**config.mk**
```make
export PLATFORM = sky130hd
export DESIGN_NAME = logic_cell
export DESIGN_NICKNAME = d
export VERILOG_FILES = /design/src/design/logic_cell_pkg.sv /design/src/design/logic_cell.sv
export SDC_FILE = /design/constraint.sdc
export NUM_CORES = 1
export LEC_CHECK = 0
export BUFFER_PORTS_ARGS = -buffer_cell sky130_fd_sc_hd__buf_2
export CORE_MARGIN = 2
export CORE_UTILIZATION = 43
export CTS_BUF_LIST = sky130_fd_sc_hd__clkbuf_4 sky130_fd_sc_hd__clkbuf_8
export DETAILED_ROUTE_END_ITERATION = 10
export PLACE_DENSITY = 0.74
export SETUP_SLACK_MARGIN = 0.4
export SKIP_CTS_REPAIR_TIMING = 1
export SYNTH_ARGS = -nofsm -noshare
export SYNTH_HDL_FRONTEND = slang
export SYNTH_SLANG_ARGS = --single-unit
```
**constraint.sdc**
```tcl
create_clock -name pclk -period 4.6 [get_ports pclk]
set_clock_uncertainty 0.2 [all_clocks]
set_input_delay 0.69 -clock pclk [delete_from_list [all_inputs] [get_ports pclk]]
set_output_delay 0.69 -clock pclk [all_outputs]
set_load 0.1 [all_outputs]
```
**src/design/logic_cell_pkg.sv**
```systemverilog
// Purpose: Shared constants and types for the configurable logic cell
// Assumes: APB register slave, 32-bit data, one register per aligned word
// Notes:   Registers are 16 bits wide and sit in the low half of each word

package logic_cell_pkg;

   // ------------------------------------------------------------
   // Bus and register map
   // ------------------------------------------------------------
   localparam int          ADDR_W        = 8;
   localparam int          DATA_W        = 32;
   localparam int          REG_W         = 16;
   localparam logic [7:0]  OFS_CTL_LOW   = 8'h00;
   localparam logic [7:0]  OFS_GATE_POL  = 8'h04;
   localparam logic [7:0]  OFS_SRC_SEL   = 8'h08;
   localparam logic [7:0]  OFS_GEN_LOW   = 8'h0C;
   localparam logic [7:0]  OFS_GEN_HIGH  = 8'h10;
   localparam logic [7:0]  OFS_IRQ_STAT  = 8'h14;
   localparam logic [7:0]  OFS_IRQ_MASK  = 8'h18;

   // ------------------------------------------------------------
   // Field positions, write masks and reset values
   // ------------------------------------------------------------
   localparam int          CTL_EN_BIT    = 15;
   localparam int          CTL_RISE_BIT  = 11;
   localparam int          CTL_FALL_BIT  = 10;
   localparam int          CTL_OE_BIT    = 7;
   localparam int          CTL_STATE_BIT = 6;
   localparam int          CTL_INV_BIT   = 5;
   localparam int          MODE_LSB      = 0;
   localparam int          MODE_W        = 3;
   localparam logic [15:0] CTL_WMASK     = 16'h8CA7;
   localparam logic [15:0] CTL_RESET     = 16'h0000;
   localparam logic [15:0] SEL_WMASK     = 16'h7777;
   localparam logic [15:0] SEL_RESET     = 16'h0000;
   localparam logic [15:0] GEN_RESET     = 16'h0000;
   localparam int          N_MUX         = 4;
   localparam int          N_SRC         = 8;
   localparam int          SEL_W         = 3;
   localparam int          SEL_STRIDE    = 4;
   localparam logic [3:0]  GPOL_RESET    = 4'h0;
   localparam int          IRQ_W         = 2;
   localparam int          IRQ_RISE_BIT  = 0;
   localparam int          IRQ_FALL_BIT  = 1;
   localparam logic [1:0]  IRQ_RESET     = 2'h0;

   // ------------------------------------------------------------
   // Cell functions
   // ------------------------------------------------------------
   typedef enum logic [2:0] {
      MODE_AND_OR  = 3'b000,
      MODE_OR_XOR  = 3'b001,
      MODE_AND4    = 3'b010,
      MODE_SR      = 3'b011,
      MODE_DFF_SR  = 3'b100,
      MODE_DFF2_R  = 3'b101,
      MODE_JK_R    = 3'b110,
      MODE_LATCH   = 3'b111
   } mode_e;

endpackage

```
**src/design/logic_cell.sv**
```systemverilog
// Purpose: Configurable logic cell with APB registers and edge interrupts
// Assumes: All source inputs are synchronous to pclk
// Notes:   Stored functions are evaluated once per pclk; gate 1 acts as clock in codes 100-110 and as enable in latch mode
//
// Functional notes
// - Enable clear forces cell output low
// - Rising output edge raises interrupt when enabled
// - Falling output edge raises interrupt when enabled
// - Pin driven only while pin enable set
// - Output state bit is read-only level
// - Output invert bit inverts final output
// - Codes 000-010 select combinational functions
// - Codes 100-110 select flip-flop functions
// - Codes 011 and 111 select latches
// - Four gates fed from 32-signal pool
// - Each mux picks one of eight
// - Each mux gives true and inverted copies
// - Gate ORs its enabled mux signals
// - Result feeds peripherals and pin, autonomously
// - Writable bits reset zero, unused read zero
// - Per-gate polarity bit inverts gate output
// - True and inverted enable per gate source

module logic_cell (
   input  wire logic        pclk,
   input  wire logic        presetn,
   input  wire logic        psel,
   input  wire logic        penable,
   input  wire logic        pwrite,
   input  wire logic [7:0]  paddr,
   input  wire logic [31:0] pwdata,
   output logic      [31:0] prdata,
   output logic             pready,
   output logic             pslverr,
   input  wire logic [31:0] src_in,
   output logic             cell_out,
   output logic             pin_out,
   output logic             pin_oe_n,
   output logic             irq
);

   // ------------------------------------------------------------
   // Registers and state
   // ------------------------------------------------------------
   logic [15:0]   ctl_reg;
   logic [3:0]    gpol_reg;
   logic [15:0]   sel_reg;
   logic [15:0]   gen_lo_reg;
   logic [15:0]   gen_hi_reg;
   logic [1:0]    irq_stat_reg;
   logic [1:0]    irq_stat_next;
   logic [1:0]    irq_mask_reg;
   logic          state_reg;
   logic          state_next;
   logic          g1_prev_reg;
   logic          cell_out_reg;
   logic          cell_next;
   logic          pin_out_reg;
   logic          pin_oe_n_reg;
   logic          rise_pulse_reg;
   logic          fall_pulse_reg;
   logic          irq_reg;
   logic          pready_reg;
   logic          pslverr_reg;
   logic [31:0]   prdata_reg;

   logic          wr_en;
   logic          rd_hit;
   logic [15:0]   rd_val;
   logic [15:0]   wdata;
   logic [31:0]   gen_all;
   logic [3:0]    mux_val;
   logic [7:0]    pair_vec;
   logic [3:0]    gate_raw;
   logic [3:0]    gate_val;
   logic          raw_val;
   logic          g1_rise;
   logic_cell_pkg::mode_e mode;
   logic          cell_en;
   logic          out_inv;

   assign wdata   = pwdata[15:0];
   assign wr_en   = psel & penable & pready_reg & pwrite;
   assign gen_all = {gen_hi_reg, gen_lo_reg};
   assign mode    = logic_cell_pkg::mode_e'(ctl_reg[logic_cell_pkg::MODE_LSB +: logic_cell_pkg::MODE_W]);
   assign cell_en = ctl_reg[logic_cell_pkg::CTL_EN_BIT];
   assign out_inv = ctl_reg[logic_cell_pkg::CTL_INV_BIT];

   // ------------------------------------------------------------
   // Input muxes and gates
   // ------------------------------------------------------------
   // Pool of 32: mux m owns src_in[8m+7:8m]
   for (genvar m = 0; m < logic_cell_pkg::N_MUX; m++) begin : g_mux
      assign mux_val[m] = src_in[m * logic_cell_pkg::N_SRC +
                                 sel_reg[m * logic_cell_pkg::SEL_STRIDE +: logic_cell_pkg::SEL_W]];
      assign pair_vec[2 * m + 1] = mux_val[m];
      assign pair_vec[2 * m]     = ~mux_val[m];
   end

   for (genvar g = 0; g < logic_cell_pkg::N_MUX; g++) begin : g_gate
      // Odd enable bits admit true copies, even ones the inverted copies
      assign gate_raw[g] = |(gen_all[g * 8 +: 8] & pair_vec);
      assign gate_val[g] = gate_raw[g] ^ gpol_reg[g];
   end

   assign g1_rise = gate_val[0] & ~g1_prev_reg;

   // ------------------------------------------------------------
   // Cell function
   // ------------------------------------------------------------
   // Clocked modes: gate 1 clock, gate 2 data/J, gate 3 reset, gate 4 set/data/K; latch: gate 1 enable, else the same.
   // Reset beats set, since a stuck-high set would otherwise lock the cell.
   always_comb begin
      state_next = state_reg;
      raw_val    = 1'b0;
      unique case (mode)
         logic_cell_pkg::MODE_AND_OR: begin
            raw_val = (gate_val[0] & gate_val[1]) | (gate_val[2] & gate_val[3]);
         end
         logic_cell_pkg::MODE_OR_XOR: begin
            raw_val = (gate_val[0] | gate_val[1]) ^ (gate_val[2] | gate_val[3]);
         end
         logic_cell_pkg::MODE_AND4: begin
            raw_val = &gate_val;
         end
         logic_cell_pkg::MODE_SR: begin
            if (gate_val[2] | gate_val[3]) begin
               state_next = 1'b0;
            end else if (gate_val[0] | gate_val[1]) begin
               state_next = 1'b1;
            end
            raw_val = state_next;
         end
         logic_cell_pkg::MODE_DFF_SR: begin
            if (gate_val[2]) begin
               state_next = 1'b0;
            end else if (gate_val[3]) begin
               state_next = 1'b1;
            end else if (g1_rise) begin
               state_next = gate_val[1];
            end
            raw_val = state_next;
         end
         logic_cell_pkg::MODE_DFF2_R: begin
            if (gate_val[2]) begin
               state_next = 1'b0;
            end else if (g1_rise) begin
               state_next = gate_val[1] & gate_val[3];
            end
            raw_val = state_next;
         end
         logic_cell_pkg::MODE_JK_R: begin
            if (gate_val[2]) begin
               state_next = 1'b0;
            end else if (g1_rise) begin
               unique case ({gate_val[1], gate_val[3]})
                  2'b10:   state_next = 1'b1;
                  2'b01:   state_next = 1'b0;
                  2'b11:   state_next = ~state_reg;
                  2'b00:   state_next = state_reg;
               endcase
            end
            raw_val = state_next;
         end
         logic_cell_pkg::MODE_LATCH: begin
            if (gate_val[2]) begin
               state_next = 1'b0;
            end else if (gate_val[3]) begin
               state_next = 1'b1;
            end else if (gate_val[0]) begin
               state_next = gate_val[1];
            end
            raw_val = state_next;
         end
      endcase
      if (!cell_en) begin
         state_next = 1'b0;
      end
   end

   assign cell_next = cell_en & (raw_val ^ out_inv);

   always_ff @(posedge pclk or negedge presetn) begin
      if (!presetn) begin
         state_reg   <= 1'b0;
         g1_prev_reg <= 1'b0;
      end else begin
         state_reg   <= state_next;
         g1_prev_reg <= gate_val[0];
      end
   end

   // ------------------------------------------------------------
   // Outputs to peripherals and pin
   // ------------------------------------------------------------
   // Runs every cycle with no software involvement
   always_ff @(posedge pclk or negedge presetn) begin
      if (!presetn) begin
         cell_out_reg <= 1'b0;
         pin_out_reg  <= 1'b0;
         pin_oe_n_reg <= 1'b1;
      end else begin
         cell_out_reg <= cell_next;
         pin_out_reg  <= cell_next & ctl_reg[logic_cell_pkg::CTL_OE_BIT];
         pin_oe_n_reg <= ~ctl_reg[logic_cell_pkg::CTL_OE_BIT];
      end
   end

   // ------------------------------------------------------------
   // Edge interrupts
   // ------------------------------------------------------------
   always_ff @(posedge pclk or negedge presetn) begin
      if (!presetn) begin
         rise_pulse_reg <= 1'b0;
         fall_pulse_reg <= 1'b0;
      end else begin
         rise_pulse_reg <= ctl_reg[logic_cell_pkg::CTL_RISE_BIT] & cell_next & ~cell_out_reg;
         fall_pulse_reg <= ctl_reg[logic_cell_pkg::CTL_FALL_BIT] & ~cell_next & cell_out_reg;
      end
   end

   // Set wins over a same-cycle write-one-to-clear
   always_comb begin
      irq_stat_next = irq_stat_reg;
      if (wr_en && paddr == logic_cell_pkg::OFS_IRQ_STAT) begin
         irq_stat_next = irq_stat_reg & ~wdata[1:0];
      end
      irq_stat_next[logic_cell_pkg::IRQ_RISE_BIT] = irq_stat_next[logic_cell_pkg::IRQ_RISE_BIT] | rise_pulse_reg;
      irq_stat_next[logic_cell_pkg::IRQ_FALL_BIT] = irq_stat_next[logic_cell_pkg::IRQ_FALL_BIT] | fall_pulse_reg;
   end

   always_ff @(posedge pclk or negedge presetn) begin
      if (!presetn) begin
         irq_stat_reg <= logic_cell_pkg::IRQ_RESET;
         irq_reg      <= 1'b0;
      end else begin
         irq_stat_reg <= irq_stat_next;
         irq_reg      <= |(irq_stat_next & irq_mask_reg);
      end
   end

   // ------------------------------------------------------------
   // Register writes
   // ------------------------------------------------------------
   always_ff @(posedge pclk or negedge presetn) begin
      if (!presetn) begin
         ctl_reg      <= logic_cell_pkg::CTL_RESET;
         gpol_reg     <= logic_cell_pkg::GPOL_RESET;
         sel_reg      <= logic_cell_pkg::SEL_RESET;
         gen_lo_reg   <= logic_cell_pkg::GEN_RESET;
         gen_hi_reg   <= logic_cell_pkg::GEN_RESET;
         irq_mask_reg <= logic_cell_pkg::IRQ_RESET;
      end else if (wr_en) begin
         unique case (paddr)
            logic_cell_pkg::OFS_CTL_LOW:  ctl_reg      <= wdata & logic_cell_pkg::CTL_WMASK;
            logic_cell_pkg::OFS_GATE_POL: gpol_reg     <= wdata[3:0];
            logic_cell_pkg::OFS_SRC_SEL:  sel_reg      <= wdata & logic_cell_pkg::SEL_WMASK;
            logic_cell_pkg::OFS_GEN_LOW:  gen_lo_reg   <= wdata;
            logic_cell_pkg::OFS_GEN_HIGH: gen_hi_reg   <= wdata;
            logic_cell_pkg::OFS_IRQ_MASK: irq_mask_reg <= wdata[1:0];
            default: ;
         endcase
      end
   end

   // ------------------------------------------------------------
   // Register reads and APB answer
   // ------------------------------------------------------------
   always_comb begin
      rd_hit = 1'b1;
      rd_val = 16'h0000;
      unique case (paddr)
         logic_cell_pkg::OFS_CTL_LOW: begin
            rd_val = ctl_reg;
            rd_val[logic_cell_pkg::CTL_STATE_BIT] = cell_out_reg;
         end
         logic_cell_pkg::OFS_GATE_POL: rd_val = {12'h000, gpol_reg};
         logic_cell_pkg::OFS_SRC_SEL:  rd_val = sel_reg;
         logic_cell_pkg::OFS_GEN_LOW:  rd_val = gen_lo_reg;
         logic_cell_pkg::OFS_GEN_HIGH: rd_val = gen_hi_reg;
         logic_cell_pkg::OFS_IRQ_STAT: rd_val = {14'h0000, irq_stat_reg};
         logic_cell_pkg::OFS_IRQ_MASK: rd_val = {14'h0000, irq_mask_reg};
         default:                      rd_hit = 1'b0;
      endcase
   end

   // No wait state: ready rises in the first access cycle
   always_ff @(posedge pclk or negedge presetn) begin
      if (!presetn) begin
         pready_reg  <= 1'b0;
         pslverr_reg <= 1'b0;
         prdata_reg  <= 32'h00000000;
      end else begin
         pready_reg <= psel & ~penable;
         if (psel && !penable) begin
            pslverr_reg <= ~rd_hit;
            prdata_reg  <= pwrite ? 32'h00000000 : {16'h0000, rd_val};
         end else begin
            pslverr_reg <= 1'b0;
            prdata_reg  <= 32'h00000000;
         end
      end
   end

   assign prdata   = prdata_reg;
   assign pready   = pready_reg;
   assign pslverr  = pslverr_reg;
   assign cell_out = cell_out_reg;
   assign pin_out  = pin_out_reg;
   assign pin_oe_n = pin_oe_n_reg;
   assign irq      = irq_reg;
endmodule

```
Yosys cells after proc, flatten, opt, wreduce, memory -nomap -nowiden. Cells that the tools add are included.

Latch bits: 0. Word-level logic and storage cells: 134. Register bits after elaboration: 102. Output and inout bits: 38. Memory bits (read-only): 0. Memories kept: 0. Memory bits (writable): 0.

$lt $le $gt $ge: 4. Reductions and logical operators: 19. Add/subtract/negate cells: 3. Bitwise gates (word level): 43. Divide/modulo/power cells: 0. Eq/ne operators: 17. Shift operators: 0. Multipliers: 0. Multiplexer cells: 30.

Operators by type and width (count): $pmux W16 S7 (1); $and A8 B8 Y8 (4); $mux W16 (2); $reduce_or A8 Y1 (4); $eq A8 B5 Y1 const B (3); $mux W1 (19); $eq A8 B4 Y1 const B (2); $bmux W1 S5 (3); $and A1 B1 Y1 (14); $add A5 B3 Y6 const A (2); $eq A3 B3 Y1 const B (4); $lt A6 B6 Y1 const B (2); $reduce_and A2 Y1 (6); $not A1 Y1 (11); $eq A8 B3 Y1 const B (1); $logic_not A8 Y1 (1); $pmux W1 S8 (1); $reduce_or A7 Y1 (1); $eq A3 B2 Y1 const B (2); $lt A3 B6 Y1 const B (1); $lt A5 B6 Y1 const B (1); $ne A6 B1 Y1 const B (1); $xor A1 B1 Y1 (6); $add A4 B3 Y5 const A (1); other kinds (16) (23).

Depth between registers and ports, before layout.
Word-level depth: 17. Depth in mapped cells: 11. Depth with buffers taken out: 10.

Least setup slack after synthesis. OpenSTA, ideal clock, no wires.

Kind: input port to flip-flop. From: input port paddr[1]. To: register gen_hi_reg[10]. Buffers on the path: 1. Required time: 4.275 ns. Slack: 1.232 ns. Stages on the path: 6. Data arrival time: 3.044 ns. Library setup time: 0.125 ns. Cell sequence: or4_1 -> nor2_1 -> nand2_1 -> nor4_1 -> clkbuf_1 -> mux2_2.

Word-level cells in the longest chain between the ends: 2.

Ends and longest elaborated chain: start: declaration (RTL line logic_cell.sv:30) `input wire logic [7:0] paddr,`; $eq A8 B5 Y1 (RTL line logic_cell.sv:254) `unique case (paddr)`; $reduce_and A2 Y1 (no line); end signal: assignment (RTL line logic_cell.sv:251) `gen_hi_reg <= logic_cell_pkg::GEN_RESET;`; end signal: assignment (RTL line logic_cell.sv:259) `logic_cell_pkg::OFS_GEN_HIGH: gen_hi_reg <= wdata;`; end: declaration (RTL line logic_cell.sv:49) `logic [15:0] gen_hi_reg;`.

No other way between the ends. A chain may end at the register's enable or synchronous reset.

Worst setup path after layout.
From: register sel_reg[0]. To: register fall_pulse_reg.

Word-level cells in the longest chain between the ends: 16. Elaborated cells on any way between the ends: 47. Classes of those cells: eq/ne: 3; mux: 16; bitwise: 22; reduce/logical: 6.

Ends and longest elaborated chain: start: declaration (RTL line logic_cell.sv:47) `logic [15:0] sel_reg;`; start signal: assignment (RTL line logic_cell.sv:249) `sel_reg <= logic_cell_pkg::SEL_RESET;`; start signal: assignment (RTL line logic_cell.sv:257) `logic_cell_pkg::OFS_SRC_SEL: sel_reg <= wdata & logic_cell_pkg::SEL_WMASK;`; $bmux W1 S3 * (RTL line logic_cell.sv:94) `assign mux_val[m] = src_in[m * logic_cell_pkg::N_SRC +`; $mux W1 (not written as such) * (RTL line logic_cell.sv:94); $not A1 Y1 (RTL line logic_cell.sv:97) `assign pair_vec[2 * m] = ~mux_val[m];`; $and A8 B8 Y8 * (RTL line logic_cell.sv:102) `assign gate_raw[g] = |(gen_all[g * 8 +: 8] & pair_vec);`; $reduce_or A8 Y1 * (RTL line logic_cell.sv:102); $xor A1 B1 Y1 * (RTL line logic_cell.sv:103) `assign gate_val[g] = gate_raw[g] ^ gpol_reg[g];`; via gate_val[0] (RTL line logic_cell.sv:75) `logic [3:0] gate_val;`; $and A1 B1 Y1 (RTL line logic_cell.sv:106) `assign g1_rise = gate_val[0] & ~g1_prev_reg;`; $mux W1 (RTL line logic_cell.sv:139) `end else if (g1_rise) begin`; $mux W1 (RTL line logic_cell.sv:137) `end else if (gate_val[3]) begin`; $mux W1 (RTL line logic_cell.sv:135) `if (gate_val[2]) begin`; $pmux W1 S8 * (RTL line logic_cell.sv:116) `unique case (mode)`; $xor A1 B1 Y1 * (RTL line logic_cell.sv:181) `assign cell_next = cell_en & (raw_val ^ out_inv);`; $and A1 B1 Y1 * (RTL line logic_cell.sv:181); $not A1 Y1 * (RTL line logic_cell.sv:218) `fall_pulse_reg <= ctl_reg[logic_cell_pkg::CTL_FALL_BIT] & ~cell_next & cell_out_reg;`; $and A1 B1 Y1 * (2 in a row) (RTL line logic_cell.sv:218); end signal: assignment (RTL line logic_cell.sv:218); end: declaration (RTL line logic_cell.sv:61) `logic fall_pulse_reg;`.

Mark *: on every way through the listed nets, which the timed path passes. The rest lies on a longest branch. The select of a mux whose other input is x is not followed.

==> results.txt <==
Crit path buffers/inverters: 0
Flops & latches, synth: 86
Clock tree from TritonCTS: built
Fin Setup TNS: 0 ps
Final period util: 80.1%
Design area: 4940 um2
Mean Syn Cell Area: 12.6 um2
Share of cells above drive strength 1: 41.0%
IO Pins: 115
Synthesized instance count: 336
Initial antenna violation count: 0
CP endpoint kind: register
Worst Path Max Fanout: 10
Total GRT Usage: 19.9%
# nets final: 496
Clk root buf: clkbuf_8
Main flop type after synthesis: dfrtp_1
Core box area: 9640 um2
Final min period: 3680 ps
Wire per inst: 17.9 um
R2R setup slack: 920 ps
Critical path data arrival time: 3760 ps
Kind of critical path: reg2reg
Area after DPL: 4710 um2
Power density over the cells: 305 nW/um2
Post-synth EDFFs: 0
Reg clk slew, reported paths: 80 ps
Slowest Stage Delay on Critical Path: 600 ps
Final core utilization: 51.2%
CTS max path bufs: 2
Clk sinks: 86
Commonest non-fill, non-tap cell in the layout: dfrtp_1
Synth Warn #: 0
Crit-path cells: mux2i_1 > mux4_2 > mux2i_1 > nand4_1 > xor2_2 > a31oi_1 > or3_1 > a311o_1 > nand4_1 > and4b_1
Vias in the first global route: 3126
Unique cell type count in the Yosys netlist: 45
Post-DRT Antenna Nets: 0
Detailed Place HPWL: 7120 um
Power Total: 0.00150 W
Hold path startpoint: ctl_reg[7]
Hold WC Path Type: reg2reg
Vias/cell: 5.53
Gpl congestion: 0.849
RSZ-0062 raised after global routing: no
Total grt overflow: 0
# setup viols final: 0
Mapped Area: 4220 um2
Area growth syn-to-layout: 17.0%
Start point of the critical path: sel_reg[0]
Initial Util: 43.8%
Worst-margin pin slew: 1050 ps
Levels on crit path: 10
Die W: 103 um
Initial DRC count: 162
Reg2Reg Depth: 10
Die ar.: 10600 um2
Status: finished clean
Worst R2R Start: sel_reg[0]
Worst path slowest cell: mux4_2
Diode count: 0
DR pass1 iterations: 6
Total CTS buffers: 9
Final wirelength: 9970 um
RR Endpoint: fall_pulse_reg
First-pass GRT wire length: 15800 um
Buffers on Ports: 82
Slew Viols, Final: 0
Drc violations: 0
Pleak: 2.44 nW
Most frequent cells in the layout: 85 x dfrtp_1, 81 x buf_2, 59 x mux2_2
Row Count: 36
VDD IR max: 0.000189 V
CP required: 4680 ps
Later-pin clock latency in the skew report: 360 ps
Seq/Total Area, Yosys: 51.0%
Htree depth: 3
Async S/R FF share, synth: 100%
Final hold violations: 0
Max-slew headroom: 30.1%
CP Launch Type: register
CP delay by family, top: simple AND/OR/NAND/NOR gates
Max Fclk: 271 MHz
Max-capacitance violation count: 0
Die Ht: 103 um
DR vias: 3078
CP Capture Point: fall_pulse_reg
Pin count of the biggest net entering global routing: 87
## synthesized netlist by cell type (2+ instances only)
| master | count | share of area, % |
|---|---|---|
| inv_1 | 4 | 0.36 |
| mux2i_1 | 34 | 8.1 |
| a221oi_1 | 3 | 0.62 |
| a222oi_1 | 11 | 2.6 |
| clkbuf_1 | 10 | 0.89 |
| or3_1 | 4 | 0.59 |
| a22oi_1 | 9 | 1.6 |
| nor3_1 | 5 | 0.59 |
| dfrtp_1 | 85 | 50 |
| o21ai_0 | 2 | 0.24 |
| a21oi_1 | 10 | 1.2 |
| nand3_1 | 2 | 0.24 |
| nand2_1 | 14 | 1.2 |
| nand2b_1 | 6 | 0.89 |
| mux4_2 | 4 | 2.1 |
| xor2_1 | 3 | 0.62 |
| a21o_1 | 3 | 0.53 |
| mux2_2 | 59 | 16 |
| nand4_1 | 6 | 0.89 |
| buf_6 | 3 | 0.80 |
| buf_4 | 17 | 3.0 |
| nor2_1 | 19 | 1.7 |
## routing by layer
| layer | vias up | part of all wire (%) | GRT usage [%] |
|---|---|---|---|
| li1 | 1386 | - | - |
| met1 | 1554 | 42 | 25.1 |
| met2 | 122 | 50 | 34.3 |
| met3 | 16 | 5.9 | 3.80 |
| met4 | 0 | 1.9 | 6.68 |
| met5 | - | 0 | 0 |
## cell families (layout without fill, tap and decap cells)
kind of cell,after synthesis,after routing,share of synthesized area [%]
AND/OR/NAND/NOR,61,61,7.15
other,1,16,0.0889
AO/OA/AOI/OAI,51,51,9.52
buffers and inverters,36,109,5.28
XOR/XNOR,4,4,1.01
flip-flops,86,86,51.0
multiplexers,97,97,25.9
## how the worst min path moves through the flow
stage	to	cells past startpoint
3_3_place_gp	pin_oe_n	1
3_5_place_dp	pin_oe_n	1
2_1_floorplan	cell_out	0
5_1_grt	pin_oe_n	1
6_report	pin_oe_n	1
4_1_cts	pin_oe_n	1
## report_power, final
| group | internal [W] | switching (W) | total (W) |
|---|---|---|---|
| clock network | 0.000341 | 0.000262 | 0.000603 |
| logic | 0.0000329 | 0.000108 | 0.000141 |
| registers | 0.000759 | 0.00000277 | 0.000761 |
## through the flow
| stage | hold slack (ps) | instances | setup WS (ps) |
|---|---|---|---|
| final | 248 | 557 | 916 |
| after floorplan | 190 | 351 | 1230 |
| after CTS | 254 | 557 | 915 |
| after detailed placement | 242 | 541 | 728 |
| after global routing | 265 | 557 | 761 |
| after global placement | 226 | 541 | 850 |
## final cells by class
| type | instances | area, um2 |
|---|---|---|
| clock inverter | 3 | 68.8 |
| clock buffer | 13 | 160 |
| multi-input combinational | 229 | 1910 |
| inverter | 4 | 15.0 |
| tap | 133 | 166 |
| fill | 872 | 4700 |
| sequential | 86 | 2150 |
| timing repair buffer | 89 | 465 |
Power figures use the tool's default switching activity.
